### src/inc/ext_irq_pkg.sv
// constants and carrier types for the external interrupt controller
package ext_irq_pkg;

   // register map, byte addresses on the avalon slave
   localparam int unsigned    ADDR_W          = 4;
   localparam logic [3:0]     OFS_STATUS_CTRL = 4'h0;
   localparam logic [3:0]     OFS_CPU_STATUS  = 4'h4;

   // ext_irq_status_control field positions
   localparam int unsigned    BIT_ENABLE      = 7;
   localparam int unsigned    BIT_OSC_HI      = 4;
   localparam int unsigned    BIT_OSC_LO      = 3;
   localparam int unsigned    BIT_PENDING     = 1;
   localparam int unsigned    BIT_FLAG_CLEAR  = 0;
   localparam logic [7:0]     STATUS_CTRL_RST = 8'h90;

   // cpu status register field positions
   localparam int unsigned    BIT_MASK        = 0;
   localparam int unsigned    BIT_BUSY        = 1;
   localparam int unsigned    BIT_EXT_ARMED   = 2;

   // port pins that may serve as extra interrupt sources
   localparam int unsigned    PORT_PINS       = 4;
   localparam int unsigned    SYNC_STAGES     = 2;

   // vectors, highest priority first for the lower sources
   localparam int unsigned    OTHER_SRC       = 4;
   localparam logic [15:0]    VEC_TRAP        = 16'h1ffc;
   localparam logic [15:0]    VEC_EXT         = 16'h1ffa;
   localparam logic [15:0]    VEC_OTHER [OTHER_SRC] = '{
      16'h1ff8, 16'h1ff6, 16'h1ff4, 16'h1ff2
   };

   // cpu registers in stacking order; unstacking runs backwards
   typedef enum logic [2:0] {
      REG_PC_LO,
      REG_PC_HI,
      REG_INDEX,
      REG_ACC,
      REG_CCR
   } cpu_reg_type;

   localparam logic [2:0]     STACK_LAST      = 3'h4;

   // per-instruction status from the cpu core
   typedef struct packed {
      logic instr_end;
      logic trap_exec;
      logic return_exec;
      logic mask_set;
      logic mask_clear;
      logic pulled_mask;
   } cpu_cmd_type;

   // sequencer commands toward the cpu core
   typedef struct packed {
      logic        busy;
      logic        stack_push;
      logic        stack_pull;
      cpu_reg_type stack_reg;
      logic        vector_fetch;
      logic [15:0] vector_addr;
      logic        seq_done;
      logic        global_mask;
   } seq_out_type;

   // oscillator controls
   typedef struct packed {
      logic use_external;
      logic low_power_osc_en;
      logic ext_pin_osc_en;
   } osc_ctrl_type;

endpackage

### src/hdl/ext_irq_sync.sv
// multi-bit two stage synchroniser for asynchronous pin levels
`timescale 1ns/1ns
`default_nettype none

module ext_irq_sync
#(
   parameter int unsigned WIDTH    = 1,
   parameter logic [WIDTH-1:0] RST_VAL = '0
)
(
   input  wire logic             mclk,
   input  wire logic             rst_b,
   input  wire logic [WIDTH-1:0] pin_in,
   output var  logic [WIDTH-1:0] pin_sync
);

   logic [WIDTH-1:0] meta_r;

   // the first stage feeds only the second stage
   always_ff @(posedge mclk or negedge rst_b)
   begin
      if (!rst_b)
      begin
         meta_r   <= RST_VAL;
         pin_sync <= RST_VAL;
      end
      else
      begin
         meta_r   <= pin_in;
         pin_sync <= meta_r;
      end
   end

endmodule
`default_nettype wire

### src/hdl/ext_irq_ctrl.sv
// external interrupt latch, status/control register and cpu entry sequencer
`timescale 1ns/1ns
`default_nettype none

module ext_irq_ctrl
(
   input  wire logic                          mclk,
   input  wire logic                          rst_b,
   // avalon-mm slave
   input  wire logic [ext_irq_pkg::ADDR_W-1:0] avs_address,
   input  wire logic                          avs_read,
   input  wire logic                          avs_write,
   input  wire logic [31:0]                   avs_writedata,
   input  wire logic [3:0]                    avs_byteenable,
   output var  logic [31:0]                   avs_readdata,
   output var  logic                          avs_waitrequest,
   // pins
   input  wire logic                          irq_pin_b,
   input  wire logic [ext_irq_pkg::PORT_PINS-1:0] port_int_pins,
   // nonvolatile option bits
   input  wire logic                          port_int_option,
   input  wire logic                          level_sense_option,
   // cpu side
   input  wire logic [ext_irq_pkg::OTHER_SRC-1:0] other_irq_req,
   input  wire ext_irq_pkg::cpu_cmd_type      cpu_cmd,
   output var  ext_irq_pkg::seq_out_type      seq_out,
   output var  ext_irq_pkg::osc_ctrl_type     osc_ctrl,
   output var  logic                          ext_int_request
);

   typedef enum logic [2:0] {
      SEQ_IDLE,
      SEQ_PUSH,
      SEQ_MASK,
      SEQ_VEC_HI,
      SEQ_VEC_LO,
      SEQ_PULL
   } seq_state_type;

   // synchronised pins
   logic                                  irq_s_b;
   logic [ext_irq_pkg::PORT_PINS-1:0]     port_s;

   // detection state
   logic                                  node_prev_r;
   logic                                  node_prev_nxt;
   logic                                  node_active;
   logic                                  set_req;

   // status and control register
   logic                                  enable_r;
   logic                                  enable_nxt;
   logic                                  osc_lo_r;
   logic                                  osc_lo_nxt;
   logic                                  osc_hi_r;
   logic                                  osc_hi_nxt;
   logic                                  pending_r;
   logic                                  pending_nxt;

   // bus slave
   logic                                  ack_r;
   logic                                  ack_nxt;
   logic [31:0]                           rdata_r;
   logic [31:0]                           rdata_nxt;
   logic                                  wr_take;
   logic                                  wr_clear;

   // sequencer
   seq_state_type                         state_r;
   seq_state_type                         state_nxt;
   logic [2:0]                            cnt_r;
   logic [2:0]                            cnt_nxt;
   logic [15:0]                           vec_r;
   logic [15:0]                           vec_nxt;
   logic                                  mask_r;
   logic                                  mask_nxt;
   logic                                  fetch_clear;

   // pin synchronisers; idle levels are pin high, port pins low
   ext_irq_sync
   #(
      .WIDTH   (1),
      .RST_VAL (1'b1)
   )
   u_sync_irq
   (
      .mclk     (mclk),
      .rst_b    (rst_b),
      .pin_in   (irq_pin_b),
      .pin_sync (irq_s_b)
   );

   ext_irq_sync
   #(
      .WIDTH   (ext_irq_pkg::PORT_PINS),
      .RST_VAL ('0)
   )
   u_sync_port
   (
      .mclk     (mclk),
      .rst_b    (rst_b),
      .pin_in   (port_int_pins),
      .pin_sync (port_s)
   );

   // all sources meet on one wired node, as in the pad logic: a held
   // port pin or a held low pin hides every other source's edges
   always_comb
   begin
      node_active   = (port_int_option && (|port_s)) || !irq_s_b;
      node_prev_nxt = node_active;
      // an edge needs the node to go inactive first
      set_req       = (node_active && !node_prev_r)
                   || (level_sense_option && node_active);
   end

   always_ff @(posedge mclk or negedge rst_b)
   begin
      if (!rst_b)
      begin
         node_prev_r <= 1'b0;
      end
      else
      begin
         node_prev_r <= node_prev_nxt;
      end
   end

   // avalon slave: one wait cycle, then the access completes
   assign wr_take         = avs_write && ack_r;
   assign wr_clear        = wr_take
                          && (avs_address == ext_irq_pkg::OFS_STATUS_CTRL)
                          && avs_byteenable[0]
                          && avs_writedata[ext_irq_pkg::BIT_FLAG_CLEAR];
   assign avs_waitrequest = (avs_read || avs_write) && !ack_r;
   assign avs_readdata    = rdata_r;

   always_comb
   begin
      ack_nxt   = (avs_read || avs_write) && !ack_r;
      rdata_nxt = 32'h0000_0000;
      if (avs_read && !ack_r)
      begin
         case (avs_address)
            ext_irq_pkg::OFS_STATUS_CTRL:
            begin
               rdata_nxt[ext_irq_pkg::BIT_ENABLE]  = enable_r;
               rdata_nxt[ext_irq_pkg::BIT_OSC_HI]  = osc_hi_r;
               rdata_nxt[ext_irq_pkg::BIT_OSC_LO]  = osc_lo_r;
               rdata_nxt[ext_irq_pkg::BIT_PENDING] = pending_r;
            end
            ext_irq_pkg::OFS_CPU_STATUS:
            begin
               rdata_nxt[ext_irq_pkg::BIT_MASK]      = mask_r;
               rdata_nxt[ext_irq_pkg::BIT_BUSY]      = (state_r != SEQ_IDLE);
               rdata_nxt[ext_irq_pkg::BIT_EXT_ARMED] = ext_int_request;
            end
            default:
            begin
               rdata_nxt = 32'h0000_0000;
            end
         endcase
      end
   end

   always_comb
   begin
      enable_nxt = enable_r;
      osc_lo_nxt = osc_lo_r;
      osc_hi_nxt = osc_hi_r;
      if (wr_take && (avs_address == ext_irq_pkg::OFS_STATUS_CTRL)
          && avs_byteenable[0])
      begin
         enable_nxt = avs_writedata[ext_irq_pkg::BIT_ENABLE];
         osc_lo_nxt = avs_writedata[ext_irq_pkg::BIT_OSC_LO];
         osc_hi_nxt = avs_writedata[ext_irq_pkg::BIT_OSC_HI];
      end
      // a new request in the clearing cycle is kept
      if (set_req)
      begin
         pending_nxt = 1'b1;
      end
      else if (wr_clear || fetch_clear)
      begin
         pending_nxt = 1'b0;
      end
      else
      begin
         pending_nxt = pending_r;
      end
   end

   always_ff @(posedge mclk or negedge rst_b)
   begin
      if (!rst_b)
      begin
         ack_r     <= 1'b0;
         rdata_r   <= 32'h0000_0000;
         enable_r  <= ext_irq_pkg::STATUS_CTRL_RST[ext_irq_pkg::BIT_ENABLE];
         osc_hi_r  <= ext_irq_pkg::STATUS_CTRL_RST[ext_irq_pkg::BIT_OSC_HI];
         osc_lo_r  <= ext_irq_pkg::STATUS_CTRL_RST[ext_irq_pkg::BIT_OSC_LO];
         pending_r <= ext_irq_pkg::STATUS_CTRL_RST[ext_irq_pkg::BIT_PENDING];
      end
      else
      begin
         ack_r     <= ack_nxt;
         rdata_r   <= rdata_nxt;
         enable_r  <= enable_nxt;
         osc_hi_r  <= osc_hi_nxt;
         osc_lo_r  <= osc_lo_nxt;
         pending_r <= pending_nxt;
      end
   end

   // oscillator selection; the external one is enabled whenever the low
   // select is set so it can settle before software drops the high select
   always_comb
   begin
      osc_ctrl.use_external     = osc_lo_r && !osc_hi_r;
      osc_ctrl.low_power_osc_en = !(osc_lo_r && !osc_hi_r);
      osc_ctrl.ext_pin_osc_en   = osc_lo_r;
   end

   assign ext_int_request = pending_r && enable_r && !mask_r;

   // lower priority sources: index zero wins
   function automatic logic [15:0] other_vector
   (
      input logic [ext_irq_pkg::OTHER_SRC-1:0] req
   );
      logic [15:0] v;
      v = ext_irq_pkg::VEC_OTHER[0];
      for (int i = ext_irq_pkg::OTHER_SRC - 1; i >= 0; i--)
      begin
         if (req[i])
         begin
            v = ext_irq_pkg::VEC_OTHER[i];
         end
      end
      return v;
   endfunction

   always_comb
   begin
      state_nxt   = state_r;
      cnt_nxt     = cnt_r;
      vec_nxt     = vec_r;
      mask_nxt    = mask_r;
      fetch_clear = 1'b0;
      case (state_r)
         SEQ_IDLE:
         begin
            if (cpu_cmd.mask_set)
            begin
               mask_nxt = 1'b1;
            end
            else if (cpu_cmd.mask_clear)
            begin
               mask_nxt = 1'b0;
            end
            if (cpu_cmd.instr_end)
            begin
               if (cpu_cmd.return_exec)
               begin
                  state_nxt = SEQ_PULL;
                  cnt_nxt   = ext_irq_pkg::STACK_LAST;
               end
               else if (cpu_cmd.trap_exec)
               begin
                  vec_nxt   = ext_irq_pkg::VEC_TRAP;
                  state_nxt = SEQ_PUSH;
                  cnt_nxt   = 3'h0;
               end
               else if (ext_int_request)
               begin
                  vec_nxt   = ext_irq_pkg::VEC_EXT;
                  state_nxt = SEQ_PUSH;
                  cnt_nxt   = 3'h0;
               end
               else if (!mask_r && (|other_irq_req))
               begin
                  vec_nxt   = other_vector(other_irq_req);
                  state_nxt = SEQ_PUSH;
                  cnt_nxt   = 3'h0;
               end
            end
         end
         SEQ_PUSH:
         begin
            if (cnt_r == ext_irq_pkg::STACK_LAST)
            begin
               state_nxt = SEQ_MASK;
            end
            else
            begin
               cnt_nxt = cnt_r + 3'h1;
            end
         end
         SEQ_MASK:
         begin
            mask_nxt  = 1'b1;
            state_nxt = SEQ_VEC_HI;
         end
         SEQ_VEC_HI:
         begin
            fetch_clear = (vec_r == ext_irq_pkg::VEC_EXT);
            state_nxt   = SEQ_VEC_LO;
         end
         SEQ_VEC_LO:
         begin
            state_nxt = SEQ_IDLE;
         end
         SEQ_PULL:
         begin
            // clearing the mask here lets a held request re-enter at once
            if (cnt_r == 3'(ext_irq_pkg::REG_CCR))
            begin
               mask_nxt = cpu_cmd.pulled_mask;
            end
            if (cnt_r == 3'h0)
            begin
               state_nxt = SEQ_IDLE;
            end
            else
            begin
               cnt_nxt = cnt_r - 3'h1;
            end
         end
         default:
         begin
            state_nxt = SEQ_IDLE;
         end
      endcase
   end

   always_ff @(posedge mclk or negedge rst_b)
   begin
      if (!rst_b)
      begin
         state_r <= SEQ_IDLE;
         cnt_r   <= 3'h0;
         vec_r   <= 16'h0000;
         mask_r  <= 1'b1;
      end
      else
      begin
         state_r <= state_nxt;
         cnt_r   <= cnt_nxt;
         vec_r   <= vec_nxt;
         mask_r  <= mask_nxt;
      end
   end

   always_comb
   begin
      seq_out.busy         = (state_r != SEQ_IDLE);
      seq_out.stack_push   = (state_r == SEQ_PUSH);
      seq_out.stack_pull   = (state_r == SEQ_PULL);
      seq_out.stack_reg    = ext_irq_pkg::cpu_reg_type'(cnt_r);
      seq_out.vector_fetch = (state_r == SEQ_VEC_HI) || (state_r == SEQ_VEC_LO);
      seq_out.vector_addr  = (state_r == SEQ_VEC_LO) ? (vec_r | 16'h0001) : vec_r;
      seq_out.seq_done     = (state_r == SEQ_VEC_LO)
                          || ((state_r == SEQ_PULL) && (cnt_r == 3'h0));
      seq_out.global_mask  = mask_r;
   end

endmodule
`default_nettype wire

### config.mk
export PLATFORM = sky130hd
export DESIGN_NAME = ext_irq_ctrl
export DESIGN_NICKNAME = d
export VERILOG_FILES = /design/src/inc/ext_irq_pkg.sv /design/src/hdl/ext_irq_sync.sv /design/src/hdl/ext_irq_ctrl.sv
export SDC_FILE = /design/constraint.sdc
export NUM_CORES = 1
export LEC_CHECK = 0
export BUFFER_PORTS_ARGS = -buffer_cell sky130_fd_sc_hd__buf_2
export CORE_MARGIN = 4
export CORE_UTILIZATION = 45
export DETAILED_ROUTE_END_ITERATION = 6
export PLACE_DENSITY = 0.95
export SKIP_LAST_GASP = 1
export SYNTH_ARGS = -nofsm -noshare
export SYNTH_HDL_FRONTEND = slang
export SYNTH_SLANG_ARGS = --single-unit
### constraint.sdc
create_clock -name mclk -period 5.25 [get_ports mclk]
set_clock_uncertainty 0.15 [all_clocks]
set_input_delay 0.2625 -clock mclk [delete_from_list [all_inputs] [get_ports mclk]]
set_output_delay 0.2625 -clock mclk [all_outputs]
set_load 0.02 [all_outputs]
==> results of run 1 <==
==> cell type report <==
type / instances / area, um^2 / share of cell area, %
tap: 48 / 60.1 / 2.78
clock inverter: 3 / 68.8 / 3.19
inverter: 12 / 47.5 / 2.20
timing repair buffer: 68 / 370 / 17.2
sequential: 33 / 832 / 38.6
clock buffer: 5 / 68.8 / 3.19
multi-input combinational: 119 / 709 / 32.9
==> state kept, by name, indices dropped and copies added (netlist names), 3 cells and up <==
name                  count
cnt_r                     3
u_sync_port.meta_r        4
vec_r                     4
state_r                   3
u_sync_port.pin_sync      4
avs_readdata              6
==> Yosys cell counts (2+ instances only) <==
| cell type | instances |
|---|---|
| nor2_1 | 11 |
| xor2_1 | 2 |
| nand3_1 | 3 |
| o211ai_1 | 2 |
| nand2b_1 | 4 |
| o21ai_0 | 4 |
| o31ai_1 | 2 |
| o41ai_1 | 2 |
| a32oi_1 | 2 |
| nor2b_1 | 4 |
| nand4b_1 | 3 |
| buf_4 | 39 |
| inv_1 | 11 |
| o21ai_1 | 3 |
| buf_2 | 2 |
| nor3_1 | 4 |
| mux2_1 | 5 |
| mux2_2 | 2 |
| nand2_1 | 13 |
| dfrtp_1 | 28 |
| a2bb2oi_1 | 2 |
| dfstp_2 | 5 |
| a21oi_1 | 6 |
| and2_1 | 4 |
==> through the flow <==
stage               setup WS (ns)  instances  power [W]
finish                       2.83        288    0.00118
global route                 2.68        288    0.00126
CTS                          2.85        288    0.00119
detailed placement           2.89        274   0.000893
global placement             2.97        274   0.000878
floorplan                    3.36        206   0.000800
==> routing by layer <==
layer  wire length, um  track usage, %
met4                34            4.38
met3               316            3.41
met1              1530            18.6
met2              1880            25.4
met5                 0               0
==> how the worst max path moves through the flow <==
stage,from,to,slack (ns),cells after the start
after floorplan,state_r[1],seq_out[1],3.36,3
after global placement,state_r[0],cnt_r[2],2.97,7
after detailed placement,state_r[0],cnt_r[2],2.89,7
after CTS,state_r[0],cnt_r[2],2.85,7
after global routing,state_r[0],cnt_r[1],2.68,6
final,state_r[0],cnt_r[2],2.83,7
==> what timing repair did <==
item | CTS | global route
gates resized for setup | 0 | 0
hold buffers | 6 | 0
endpoints found under the hold margin | 33 | 0
setup endpoints to repair | 0 | 0
==> logic make-up (layout without fill, tap and decap cells) <==
logic type | after synthesis | in the layout | synth area share, %
xor gates and xnor gates | 2 | 2 | 0.979
AOI/OAI and AO/OA | 28 | 28 | 10.6
buffers and inverters | 54 | 88 | 19.8
adders and majority gates | 1 | 1 | 1.12
DFF | 33 | 33 | 46.5
muxes | 7 | 7 | 4.40
other | 1 | 29 | 0.209
and+or+nand+nor | 52 | 52 | 16.5
==> power groups by stage <==
stage | combinational (W) | sequential, W | clock, W
3_5_place_dp | 0.000498 | 0.000396 | 0
4_1_cts | 0.000503 | 0.000391 | 0.000294
3_3_place_gp | 0.000487 | 0.000391 | 0
6_report | 0.000499 | 0.000392 | 0.000289
5_1_grt | 0.000548 | 0.000404 | 0.000307
2_1_floorplan | 0.000409 | 0.000391 | 0
==> impl_metrics.tcl, run 1 <==
set metrics [dict create \
    routed_wl_mm 3.76 \
    hold_end "osc_hi_r" \
    die_y_um 71.1 \
    ys_warn_count 0 \
    status "completed" \
    fin_crit_ns 2.42 \
    cp_slowest_stage_delay_ns 0.54 \
    worstHoldPathCells 2 \
    avgSynthCellArea_um2 10.1 \
    cts_sinks 33 \
    grt_pass1_vias 1230 \
    clk_latency_ns 0.28 \
    min-delay-start "avs_writedata[4]" \
    reg2reg_depth 7 \
    tns_ns 0 \
    period_share_pct 46.0 \
    cp_slowest_cell "dfrtp_1" \
    final_area_um2 2160 \
    synthCells 178 \
    drc 0 \
    routabilityCongestion 0.862 \
    p_sw_w 0.000490 \
    synth_area_leaders "dfrtp_1 39%, buf_4 16%, dfstp_2 7.3%" \
    vias 1352 \
    ant_nets 0 \
    clk_path_buf_depth 2 \
    initial_core_util_pct 47.8 \
    antenna_found_initial 0 \
    fill_cells 328 \
    layout.nets 301 \
    grt_pass1_wl_mm 5.91 \
    required_ns 5.26 \
    synth_enable_flop_cells 0 \
    core_area_um2 3740 \
    drtIter0Drc 58 \
    diodes 0 \
    yosysTopAreaCellShare_pct 39.1 \
    die_w_um 71.1 \
    reg2reg_from "state_r[0]" \
    cts_setup_buffers 0 \
    cp_num_buf_inv 0 \
    dr.pass1.iters 4 \
    gr-total-overflow 0 \
    r2r_slack_ns 2.83 \
    synth_ff_type "dfrtp_1" \
    synthArstFlopShare_pct 100 \
    final_cell_mix "62 x buf_2, 29 x conb_1, 28 x dfrtp_1, 13 x nand2_1" \
    synth.largest_area_cell "dfrtp_1" \
    htreeDepth 2 \
    setup-violations-final 0 \
    drv_cap 0 \
    pin_count 123 \
    slew_violations 0 \
    fmax_mhz 414 \
    p_int_w 0.000690 \
    drive_gt1_share_pct 33.8 \
    end_kind "flip-flop" \
    area_growth_pct 20.5 \
    path_cells "nor2b_1, nand2_1, fa_1, xor2_1, nor3_1, o21ai_0, a2bb2oi_1" \
    cts-root-buf "clkbuf_8" \
    power_frac_seq_pct 33.2 \
    path_clk_slew_ns 0.08 \
    track_usage_pct 14.8 \
    combPwrFrac_pct 42.3 \
    leakage_nw 1.13 \
    crit_family "simple AND/OR/NAND/NOR gates" \
    hpwl_mm 2.90 \
    startpoint_type "flip-flop" \
    rsz0062_at_grt "false" \
    final_hold_viol_count 0 \
    synth_area_um2 1790 \
    cts_tree "done" \
    die_area_um2 5050 \
    vias_per_cell 4.69 \
    ys_seq_area_share_pct 46.5 \
    final_common_cell "buf_2" \
    routedWlPerCell_um 13.1 \
    portBuffers 62 \
    crit_type "reg2reg" \
    clkPwrFrac_pct 24.5 \
    synth_seq_cells 33 \
    reg2reg_to "cnt_r[2]" \
    power_density_nw_per_um2 547 \
    cts_inserted_buffers 5 \
    postPlaceCellArea_um2 1960 \
    synth_cell_types 39 \
    worstPathMaxFanout 11 \
    final_util_pct 57.6 \
    fp-row-count 22 \
    hold_class "in2reg" \
    holdWs_ns 0.0495 \
    max_slew.worst_pin.slew_ns 0.721 \
    maxSlewHeadroom_pct 51.9 \
    grt_max_degree 34 \
    swShare_pct 41.5 \
    vdd_ir_drop_max_v 0.000416 \
    arrival_ns 2.42 \
]
Power figures use the tool's default switching activity.
==> inputs of run 2 (changes only) <==
Settings changed: CORE_UTILIZATION 45 to 37, PLACE_DENSITY 0.95 to 0.87.
Clock period 5.25 ns to 2.1 ns, I/O delays scaled along.
==> run 2 against run 1 <==
Against the previous run:
- total power up 150%
- via count grew 3.0%
- clock power rose by 110%
- non-clock buffer count up 13
- core utilization down 9.2 points
- sequential share of layout area down 1.9 points
- sequential cell count is the same
- global-route usage decreased by 2.1 points
- combinational power grew to 2.8 times the previous value
- worst setup slack worse by 2.7 ns
- sequential power grew 130%
- critical path depth did not move
- critical path type is now in2reg
- critical endpoint is now pending_r
- largest cell class unchanged
==> impl_metrics.tcl, run 2 (synthesis results as in run 1) <==
set metrics [dict create \
    status "completed" \
    required_ns 2.11 \
    final_cell_mix "62 x buf_2, 29 x conb_1, 28 x dfrtp_1, 15 x dlygate4sd3_1, 13 x nand2_1" \
    top_layer "met4" \
    fill_cells 447 \
    routedWlPerCell_um 12.7 \
    crit_family "buffers and inverters" \
    drtIter0Drc 53 \
    leakage_nw 1.17 \
    cts_sinks 33 \
    max_slew.worst_pin.slew_ns 0.726 \
    fmax_mhz 512 \
    final_hold_viol_count 0 \
    reg2reg_from "state_r[2]" \
    hpwl_mm 2.95 \
    tns_ns 0 \
    setup-violations-final 0 \
    worstHoldPathCells 3 \
    cts_setup_buffers 0 \
    die_y_um 77.6 \
    ant_nets 0 \
    drive_gt1_share_pct 34.0 \
    fp-row-count 25 \
    largest_reg_flops 6 \
    wl_met3_um 309 \
    antenna_found_initial 0 \
    routabilityCongestion 0.883 \
    crit_top_cell "dlygate4sd3_1" \
    period_share_pct 93.1 \
    core_area_um2 4690 \
    cts-root-buf "clkbuf_8" \
    maxSlewHeadroom_pct 51.6 \
    portBuffers 62 \
    fin_crit_ns 1.95 \
    crit_type "in2reg" \
    startpoint "avs_write" \
    startpoint_type "input port" \
    cts_tree "done" \
    hold_class "in2reg" \
    grt_pass1_vias 1399 \
    initial_core_util_pct 38.2 \
    finalNonFillerCells 307 \
    regArea_um2 832 \
    min-delay-start "avs_read" \
    path_cells "dlygate4sd3_1, buf_2, nand3_1, nor3b_2, and2_1, o21ai_1, dlygate4sd3_1" \
    r2r_slack_ns 0.16 \
    final_common_cell "buf_2" \
    grt_pass1_wl_mm 6.24 \
    clk_latency_ns 0.27 \
    clk_path_buf_depth 2 \
    vdd_ir_drop_max_v 0.000711 \
    dr.pass1.iters 4 \
    reg2reg_depth 6 \
    slew_violations 0 \
    drc 0 \
    cp_num_buf_inv 3 \
    area_growth_pct 26.8 \
    pin_count 123 \
    die_w_um 77.6 \
    layout.nets 314 \
    routed_wl_mm 3.90 \
    dr_wl_met2_mm 1.98 \
    htreeDepth 2 \
    drv_cap 0 \
    gr-total-overflow 0 \
    met1Wirelength_mm 1.60 \
    cp_slowest_cell "dlygate4sd3_1" \
    multi_input_area_um2 712 \
    track_usage_pct 12.8 \
    power_density_nw_per_um2 1300 \
    place_inst 284 \
    cts_inserted_buffers 5 \
    vias 1392 \
    end_kind "flip-flop" \
    arrival_ns 1.96 \
    diodes 0 \
    rsz0062_at_grt "false" \
    die_area_um2 6020 \
    cp_slowest_stage_delay_ns 0.55 \
    cp_num_cells 7 \
    worstPathMaxFanout 4 \
    vias_per_cell 4.53 \
    path_clk_slew_ns 0.07 \
    grt_max_degree 34 \
]
==> run 2: changes by cell type in the layout (fill, tap and decap cells not counted), sizes merged <==
cell         previous run  this run
dlygate4sd3             6        15
buf                    62        66
bufinv                  2         1
clkbuf                  5         6
clkinvlp                0         1
inv                    13        12
==> run 2: routing by layer <==
metal / up-vias / global-route usage, %
met5: - / 0
met4: 0 / 2.49
met3: 2 / 4.52
met2: 57 / 21.9
met1: 649 / 15.5
li1: 684 / -
==> run 2: area by class of cell <==
| class | count | area share [%] |
|---|---|---|
| Clock buffer | 6 | 3.64 |
| Inverter | 12 | 2.09 |
| Tap cell | 54 | 2.98 |
| Timing Repair Buffer | 81 | 21.6 |
| Clock inverter | 2 | 1.65 |
| Sequential cell | 33 | 36.7 |
| Multi-Input combinational cell | 119 | 31.4 |
==> run 2: where the power goes <==
group	internal (W)	leakage, nW	total, W	switching, W
logic	0.000536	0.723	0.00142	0.000887
registers	0.000780	0.392	0.000912	0.000132
clock network	0.000386	0.0574	0.000611	0.000226
==> run 2: path summary, 6_finish.rpt <==
kind,end
worst min-delay path,avs_readdata[0]
worst min register to register,u_sync_port.pin_sync[3]
min in group asynchronous,avs_readdata[4]
max in group asynchronous,u_sync_port.meta_r[0]
worst max-delay path,pending_r
worst max register to register,pending_r
==> run 2: tightest hold or removal path: stages <==
cell      delay [ns]
buf_2           0.11
nand4b_1        0.14
nor2_1          0.05
==> run 2: timing repair <==
| item | 4_1_cts | 5_1_grt |
|---|---|---|
| hold buffers | 15 | 0 |
| gates resized for setup | 0 | 1 |
| setup endpoints to repair | 0 | 1 |
| hold endpoints to repair | 40 | 0 |
==> run 2: metrics by stage <==
step                      setup slack, ns  hold WS (ns)  utilization (%)  cell area, um^2  total power [W]
after floorplan                     0.226        -0.341                -             1900          0.00200
after global placement              0.215        0.0394             42.6             2000          0.00227
after detailed placement            0.191        0.0497             42.6             2000          0.00232
after CTS                          0.0867        0.0223             48.3             2270          0.00296
after global routing              0.00118        0.0452             48.4             2270          0.00315
final                               0.145        0.0234             48.4             2270          0.00295
